File: src/hw/gpcfg_map.svh
`ifndef GPCFG_MAP_SVH
`define GPCFG_MAP_SVH

// Register reset content
`define GPCFG_RESET_VAL      16'h0060
`define GPCFG_LINES_RESET    6'h04
// Field positions
`define GPCFG_DEPTH_MSB      13
`define GPCFG_DEPTH_LSB      12
`define GPCFG_SPWM_MSB       11
`define GPCFG_SPWM_LSB       10
`define GPCFG_SCAN_MSB       9
`define GPCFG_SCAN_LSB       5
`define GPCFG_MULT_BIT       4
// Decode bases
`define GPCFG_CYCLE_BASE     17'h10000
`define GPCFG_SECT_BASE      11'h400
`define GPCFG_COUNT_BASE     10'h040
// Edge counts that name each command, and the count where the edge counter stops
`define GPCFG_CMD_WRITE      5'h04
`define GPCFG_CMD_READ       5'h05
`define GPCFG_CMD_UNLOCK     5'h0E
`define GPCFG_CNT_MAX        5'h1F

`endif

File: src/hw/gpcfg_pkg.sv
package gpcfg_pkg;

  typedef enum logic [1:0]
  {
    GPCFG_DEPTH16 = 2'h0,
    GPCFG_DEPTH15 = 2'h1,
    GPCFG_DEPTH14 = 2'h2,
    GPCFG_DEPTH13 = 2'h3
  } gpcfg_depth_e;

  typedef logic [15:0] gpcfg_word_t;

endpackage

File: src/hw/gpcfg_top.sv
`timescale 1ns/1ps
`include "gpcfg_map.svh"
// Overview of operation
// - Depth field D:C picks a PWM cycle of 65536, 32768, 16384 or 8192 grayscale clocks.
// - Field B:A picks sections of 1024, 512, 256 or 128 clocks; sections = cycle / section.
// - Field 9:5 gives the scan line count as code plus one.
// - Scan field resets to 00011, depth and section fields reset to 00.
// - Bit 4 enables the grayscale clock multiplier and resets to zero.
// - The 16-bit register resets to 0x0060 and all fields read and write.
// - A write only takes effect right after a fourteen edge unlock command.
// - Five edges under the strobe shift the register out on the data output, MSB first.
module gpcfg_top
  import gpcfg_pkg::*;
(
  input  wire logic        clk,
  input  wire logic        rst_b,
  input  wire logic        serialShiftClock,
  input  wire logic        commandStrobe,
  input  wire logic        serialDataIn,
  output logic             serialDataOutput,
  output gpcfg_word_t      cfgValue,
  output gpcfg_depth_e     grayDepth,
  output logic [16:0]      cycleLength,
  output logic [10:0]      sectionLength,
  output logic [9:0]       sectionCount,
  output logic [5:0]       scanLines,
  output logic             gclkMultEnable
);

  // ****************************************************************
  // Pin synchronisers
  // ****************************************************************
  logic [2:0]  sclkSync_reg;
  logic [2:0]  strbSync_reg;
  logic [2:0]  dataSync_reg;
  logic        sclkFilt_reg;
  logic        strbFilt_reg;

  always_ff @(posedge clk)
  begin
    if (!rst_b)
    begin
      sclkSync_reg <= 3'h0;
      strbSync_reg <= 3'h0;
      dataSync_reg <= 3'h0;
      sclkFilt_reg <= 1'b0;
      strbFilt_reg <= 1'b0;
    end
    else
    begin
      sclkSync_reg <= {sclkSync_reg[1:0], serialShiftClock};
      strbSync_reg <= {strbSync_reg[1:0], commandStrobe};
      dataSync_reg <= {dataSync_reg[1:0], serialDataIn};
      if (sclkSync_reg[1] == sclkSync_reg[2])
        sclkFilt_reg <= sclkSync_reg[2];
      if (strbSync_reg[1] == strbSync_reg[2])
        strbFilt_reg <= strbSync_reg[2];
    end
  end

  wire sclkRise   = (sclkSync_reg[1] == sclkSync_reg[2]) && sclkSync_reg[2] && !sclkFilt_reg;
  wire strobeFall = (strbSync_reg[1] == strbSync_reg[2]) && !strbSync_reg[2] && strbFilt_reg;
  wire sdiBit     = dataSync_reg[2];

  // ****************************************************************
  // Command decode
  // ****************************************************************
  logic [4:0]   edgeCnt_reg;
  logic [4:0]   edgeCnt_next;
  gpcfg_word_t  shiftIn_reg;
  gpcfg_word_t  shiftOut_reg;
  gpcfg_word_t  shiftOut_next;
  gpcfg_word_t  cfg_reg;
  gpcfg_word_t  cfg_next;
  logic         unlock_reg;
  logic         unlock_next;

  wire cntAtMax   = (edgeCnt_reg == `GPCFG_CNT_MAX);
  wire isUnlock   = strobeFall && (edgeCnt_reg == `GPCFG_CMD_UNLOCK);
  wire isWrite    = strobeFall && (edgeCnt_reg == `GPCFG_CMD_WRITE);
  wire isRead     = strobeFall && (edgeCnt_reg == `GPCFG_CMD_READ);
  wire writeTaken = isWrite && unlock_reg;

  assign edgeCnt_next  = strobeFall ? 5'h00 :
                         (strbFilt_reg && sclkRise && !cntAtMax) ? edgeCnt_reg + 5'h01 :
                         edgeCnt_reg;
  // Any command other than unlock spends the unlock
  assign unlock_next   = strobeFall ? isUnlock : unlock_reg;
  assign cfg_next      = writeTaken ? shiftIn_reg : cfg_reg;
  assign shiftOut_next = isRead ? cfg_reg :
                         (sclkRise && !strbFilt_reg) ? {shiftOut_reg[14:0], 1'b0} :
                         shiftOut_reg;

  always_ff @(posedge clk)
  begin
    if (!rst_b)
    begin
      edgeCnt_reg  <= 5'h00;
      shiftIn_reg  <= 16'h0000;
      shiftOut_reg <= 16'h0000;
      cfg_reg      <= `GPCFG_RESET_VAL;
      unlock_reg   <= 1'b0;
    end
    else
    begin
      edgeCnt_reg  <= edgeCnt_next;
      if (sclkRise)
        shiftIn_reg <= {shiftIn_reg[14:0], sdiBit};
      shiftOut_reg <= shiftOut_next;
      cfg_reg      <= cfg_next;
      unlock_reg   <= unlock_next;
    end
  end

  // ****************************************************************
  // Field decode
  // ****************************************************************
  wire [1:0] depthCode = cfg_reg[`GPCFG_DEPTH_MSB:`GPCFG_DEPTH_LSB];
  wire [1:0] spwmCode  = cfg_reg[`GPCFG_SPWM_MSB:`GPCFG_SPWM_LSB];
  wire [4:0] scanCode  = cfg_reg[`GPCFG_SCAN_MSB:`GPCFG_SCAN_LSB];

  wire [16:0] cycleDec = `GPCFG_CYCLE_BASE >> depthCode;
  wire [10:0] sectDec  = `GPCFG_SECT_BASE >> spwmCode;
  wire [9:0]  countDec = (`GPCFG_COUNT_BASE << spwmCode) >> depthCode;
  wire [5:0]  scanDec  = {1'b0, scanCode} + 6'h01;

  always_ff @(posedge clk)
  begin
    if (!rst_b)
    begin
      cycleLength    <= `GPCFG_CYCLE_BASE;
      sectionLength  <= `GPCFG_SECT_BASE;
      sectionCount   <= `GPCFG_COUNT_BASE;
      scanLines      <= `GPCFG_LINES_RESET;
      gclkMultEnable <= 1'b0;
      grayDepth      <= GPCFG_DEPTH16;
    end
    else
    begin
      cycleLength    <= cycleDec;
      sectionLength  <= sectDec;
      sectionCount   <= countDec;
      scanLines      <= scanDec;
      gclkMultEnable <= cfg_reg[`GPCFG_MULT_BIT];
      grayDepth      <= gpcfg_depth_e'(depthCode);
    end
  end

  assign serialDataOutput = shiftOut_reg[15];
  assign cfgValue         = cfg_reg;

  // Expected decode, one literal per code
  wire [16:0] cycleExp = (depthCode == 2'h0) ? 17'h10000 :
                         (depthCode == 2'h1) ? 17'h08000 :
                         (depthCode == 2'h2) ? 17'h04000 : 17'h02000;
  wire [10:0] sectExp  = (spwmCode == 2'h0) ? 11'h400 :
                         (spwmCode == 2'h1) ? 11'h200 :
                         (spwmCode == 2'h2) ? 11'h100 : 11'h080;
  wire        onlyRsvd = (shiftIn_reg[15:4] == cfg_reg[15:4]);
endmodule
File: config.mk
export PLATFORM = sky130hd
export DESIGN_NAME = gpcfg_top
export DESIGN_NICKNAME = d
export VERILOG_FILES = /design/src/hw/gpcfg_pkg.sv /design/src/hw/gpcfg_top.sv
export VERILOG_INCLUDE_DIRS = /design/src /design/src/hw
export SDC_FILE = /design/constraint.sdc
export NUM_CORES = 1
export LEC_CHECK = 0
export BUFFER_PORTS_ARGS = -buffer_cell sky130_fd_sc_hd__buf_2
export CAP_MARGIN = 25
export CORE_MARGIN = 5
export CORE_UTILIZATION = 30
export CTS_CLUSTER_DIAMETER = 80
export DETAILED_ROUTE_END_ITERATION = 6
export GPL_TIMING_DRIVEN = 0
export REMOVE_ABC_BUFFERS = 1
export SYNTH_ARGS = -nofsm -noshare
export SYNTH_HDL_FRONTEND = slang
export SYNTH_SLANG_ARGS = --single-unit
export TNS_END_PERCENT = 1
File: constraint.sdc
create_clock -name clk -period 4.9 [get_ports clk]
set_input_delay 0.49 -clock clk [delete_from_list [all_inputs] [get_ports clk]]
set_output_delay 0.49 -clock clk [all_outputs]
set_load 0.005 [all_outputs]
; After elaboration in Yosys (flattened, before gate mapping)
; Cells that the tools add are included.
[totals]
out_inout_bits = 64
regBits = 112
wordCells = 48
[op_classes]
reduce_logical = 17
n_shift = 4
add_sub_neg = 2
eq_ne = 6
mux = 2
bitwise_logic = 1
[op_table]
columns = op, n
row1 = $mux W16, 2
row2 = $shr A17 B2 Y17 const A, 1
row3 = $logic_and A1 B1 Y1, 11
row4 = $shr A11 B2 Y11 const A, 1
row5 = $eq A5 B3 Y1 const B, 2
row6 = $shl A7 B2 Y10 const A, 1
row7 = $shr A10 B2 Y10, 1
row8 = $add A5 B1 Y6 const B, 1
row9 = $add A5 B1 Y5 const B, 1
row10 = $eq A5 B4 Y1 const B, 1
row11 = $eq A5 B5 Y1 const B, 1
row12 = $logic_not A1 Y1, 4
row13 = $eq A1 B1 Y1, 2
row14 = $reduce_bool A2 Y1, 1
row15 = $reduce_or A2 Y1, 1
row16 = $not A1 Y1, 1

; Logic depth before layout (Yosys ltp)
[depth]
depth_word = 6
ltp_mapped = 8
mapped_depth_nobuf = 6

; Worst setup path after synthesis
; OpenSTA, ideal clock, no wires.
[synth_timing]
path_type = register -> register
from = register edgeCnt_reg[0]
to = register edgeCnt_reg[3]
setup_ps = 70
path_stages_with_launch = 7
t_arrival_ps = 1643
period_less_slack_ps = 1713
setup_slack_ps = 3187
cell_sequence = dfxtp_1 ha_1 and3_1 ha_1 nand4bb_1 or3_1 a21oi_1
[synth_via]
elab_chain_cells = 3
elab_cells_between_ends = 4
cone_classes = add/sub (1) / eq/ne (1) / reduce/logical (2)
[synth_lines]
columns = item, line
row1 = start: declaration, gpcfg_top.sv:68  ; logic [4:0] edgeCnt_reg;
row2 = start signal: assignment, gpcfg_top.sv:106  ; edgeCnt_reg <= edgeCnt_next;
row3 = branches (longest 3 deep; another with $add A5 B1 Y5), --
; Several ways; the timed one is not identified.
; A chain may end at the register's enable or synchronous reset.

; Final worst setup path
[layout_timing]
from = register strbSync_reg[1]
to = register shiftOut_reg[15]
[layout_via]
elab_chain_cells = 5
elab_cells_between_ends = 6
cone_classes = eq/ne (1) / mux (1) / reduce/logical (4)
[layout_lines]
columns = item, line
row1 = start: declaration, gpcfg_top.sv:34  ; logic [2:0] strbSync_reg;
row2 = start signal: assignment, gpcfg_top.sv:52  ; strbSync_reg <= {strbSync_reg[1:0], commandStrobe};
row3 = $eq A1 B1 Y1 (*), gpcfg_top.sv:62  ; wire strobeFall = (strbSync_reg[1] == strbSync_reg[2]) && !strbSync_reg[2] && strbFilt_reg;
row4 = $logic_and A1 B1 Y1 (*) (2 in series), gpcfg_top.sv:62
row5 = $logic_and A1 B1 Y1 (*), gpcfg_top.sv:81  ; wire isRead = strobeFall && (edgeCnt_reg == `GPCFG_CMD_READ);
row6 = $mux W16 or $reduce_bool A2 Y1 (tied branches), --
row7 = end signal: assignment, gpcfg_top.sv:109  ; shiftOut_reg <= shiftOut_next;
row8 = end: declaration, gpcfg_top.sv:71  ; gpcfg_word_t shiftOut_reg;
; Mark *: on every way between the ends. The rest lies on a longest branch, timed or not.

==> impl_metrics.json <==
{
  "vias": 2803,
  "critical_path.startpoint": "strbSync_reg[1]$_SDFF_PN0_",
  "max_slew.worst_pin.slew_ps": 964,
  "tritoncts": "done",
  "min_path_type": "primary input to flip-flop",
  "yosysSeqAreaShare_pct": 49.8,
  "end_kind": "flip-flop",
  "drive_gt1_share_pct": 17.6,
  "insertion_delay_ps": 340,
  "synthAdderAreaFrac_pct": 2.80,
  "cts.reportedPaths.clkPinSlew_ps": 60,
  "period_needed_ps": 2460,
  "num_io_pins": 69,
  "ant_nets": 0,
  "start_util_pct": 30.9,
  "finalSetupTns_ps": 0,
  "vdd_drop_max_mv": 0.185,
  "dieArea_um2": 14200,
  "holdCritStartpoint": "commandStrobe",
  "busiest_layer": "met2",
  "fin_skew_ps": 7.62,
  "gr-usage-met2_pct": 16.2,
  "cts_max_level": 3,
  "grt_usage_pct": 10.8,
  "ys_types": 41,
  "antenna_found_initial": 0,
  "worstSetupPathType": "flip-flop to flip-flop",
  "grt_overflow_total": 0,
  "grt_first_pass_wirelength_um": 12700,
  "cts-buffers-inserted": 9,
  "crit_fanout": 34,
  "slew_headroom_pct": 35.5,
  "use_met3_pct": 4.88,
  "n_antenna_cell": 0,
  "synth_simple_gate_area_share_pct": 22.0,
  "finalWirelength_um": 7570,
  "root_buffer": "clkbuf_16",
  "dp_cells": 563,
  "gp_congestion": 0.766,
  "startpoint_type": "flip-flop",
  "met1_usage_pct": 14.2,
  "setup_viol": 0,
  "muxShareOfSynthArea_pct": 0.560,
  "clockBufferDepth": 2,
  "rsz0062_at_grt": "no",
  "nets": 445,
  "hold_viol_final": 0,
  "postCtsHoldBufs": 0,
  "fin_crit_sh_pct": 50.2,
  "syn_to_final_growth_pct": 14.4,
  "p_per_area_nw_per_um2": 352,
  "dr.first_iter.drc_count": 156,
  "dp_hpwl_um": 4920,
  "leakage_nw": 1.54,
  "die_w_um": 119,
  "synthXorXnorAreaFrac_pct": 1.23,
  "final_cells": 580,
  "coreArea_um2": 11600,
  "ctsResizeCount": 0,
  "post_cts_buffers": 0,
  "grt_max_degree": 53,
  "cap_violations": 0,
  "yosys_warnings": 0,
  "max_freq_ghz": 0.407,
  "port_buffers": 45,
  "cp.required_ps": 5150,
  "synth_compound_area_share_pct": 14.0,
  "avgViaCountPerCell": 4.83,
  "drc": 0,
  "avgSynthCellArea_um2": 8.80,
  "r2r-start": "strbSync_reg[1]$_SDFF_PN0_",
  "dr.pass1.iters": 4,
  "numClockSinks": 89,
  "num_rows": 39,
  "synth_top_family_by_area": "simple AND/OR/NAND/NOR gates",
  "fill_cells": 1167,
  "synthCells": 406,
  "avgRoutedWirePerCell_um": 13.1,
  "synth-seq-cells": 89,
  "first_global_vias": 2583,
  "syn_area_um2": 3570,
  "cp.arrival_ps": 2700,
  "drv_slew": 0,
  "fp.dieH_um": 119,
  "status": "completed"
}
## routing by layer
layer / vias up / share of wire (%)
met4: 0 / 1.1
met1: 1324 / 46
met3: 8 / 7.9
li1: 1385 / -
met2: 86 / 44
met5: - / 0
## path summary, 6_finish.rpt
check	to	slack, ps	cells after the start
worst max-delay path	shiftOut_reg[15]$_SDFFE_PN0P_	2440	5
worst min-delay path	strbSync_reg[0]$_SDFF_PN0_	350	2
worst max register to register	shiftOut_reg[15]$_SDFFE_PN0P_	2440	5
worst min register to register	sclkSync_reg[1]$_SDFF_PN0_	430	1
## area by class of cell
class / instances / area, µm² / share of cell area (%)
flip-flops and latches: 89 / 1780 / 43.6
clock buffers: 9 / 225 / 5.51
clock inverters: 7 / 76.3 / 1.87
repair buffers: 47 / 253 / 6.18
inverters: 10 / 37.5 / 0.918
well taps: 143 / 179 / 4.38
multi-input cells: 275 / 1540 / 37.6
## cells in the final DEF (no fill, tap or decap), types with 14 or more instances in the layout
| cell type | instances |
|---|---|
| dfxtp_1 | 89 |
| nand2_1 | 74 |
| buf_2 | 45 |
| a21oi_1 | 36 |
| nand3_1 | 23 |
| conb_1 | 23 |
| o21ai_0 | 20 |
| nor3_1 | 19 |
| nor2_1 | 14 |
## kinds of logic after synthesis
kind of cell | Yosys count
simple gates | 162
other cells | 1
fa+ha+maj | 8
compound gates | 75
flops | 89
xor+xnor | 5
buf+inv | 64
mux | 2
## Yosys cell counts, drive strengths merged
| cell type | n | area share [%] |
|---|---|---|
| nand3b | 1 | 0.21 |
| nor3b | 2 | 0.56 |
| or3 | 2 | 0.35 |
| and2 | 10 | 1.8 |
| nor2 | 14 | 1.5 |
| o21ai | 21 | 2.9 |
| a31oi | 2 | 0.35 |
| buf | 30 | 6.0 |
| nand4bb | 1 | 0.31 |
| clkbuf | 24 | 2.5 |
| nor2b | 1 | 0.18 |
| and3b | 1 | 0.25 |
| nand2b | 2 | 0.35 |
| conb | 1 | 0.10 |
| nor3 | 19 | 2.7 |
| a311oi | 15 | 5.4 |
| ha | 8 | 2.8 |
| nand4 | 1 | 0.18 |
| inv | 10 | 1.1 |
| and4b | 1 | 0.28 |
| and3 | 2 | 0.35 |
| xnor2 | 2 | 0.49 |
| o211ai | 1 | 0.21 |
| mux2i | 2 | 0.56 |
| nor4bb | 3 | 0.84 |
| or2 | 1 | 0.18 |
| a21oi | 36 | 5.0 |
| xor2 | 3 | 0.74 |
| dfxtp | 89 | 50 |
| nand4b | 2 | 0.66 |
| nand2 | 74 | 7.8 |
| nand3 | 23 | 3.2 |
| or3b | 1 | 0.25 |
| nor4 | 1 | 0.18 |
## metrics by stage
step                      util (%)  cell area, µm²  setup WS [ps]  hold slack, ps  power, mW
after global routing          35.3            4090           2170             342       1.50
final                         35.3            4090           2440             352       1.44
after detailed placement      32.7            3780           2440             421      0.769
after global placement        32.5            3760           2360             417      0.767
after floorplan                  -            3350           2980             412      0.759
after CTS                     35.3            4080           2440             338       1.46
## report_power, final
part / switching (mW) / internal, mW / leakage [nW]
clock: 0.287 / 0.398 / 0.142
combinational: 0.0193 / 0.00639 / 0.676
sequential: 0.00136 / 0.726 / 0.718
total: 0.308 / 1.13 / 1.54
## worst max-delay path, cell delays in order, from the launching register on
cell      delay (ps)
dfxtp_1          300
inv_1             70
ha_1             200
nand4b_2         670
or2_1            790
a311oi_1         330
Note: power is estimated with default switching activity, not from simulation.
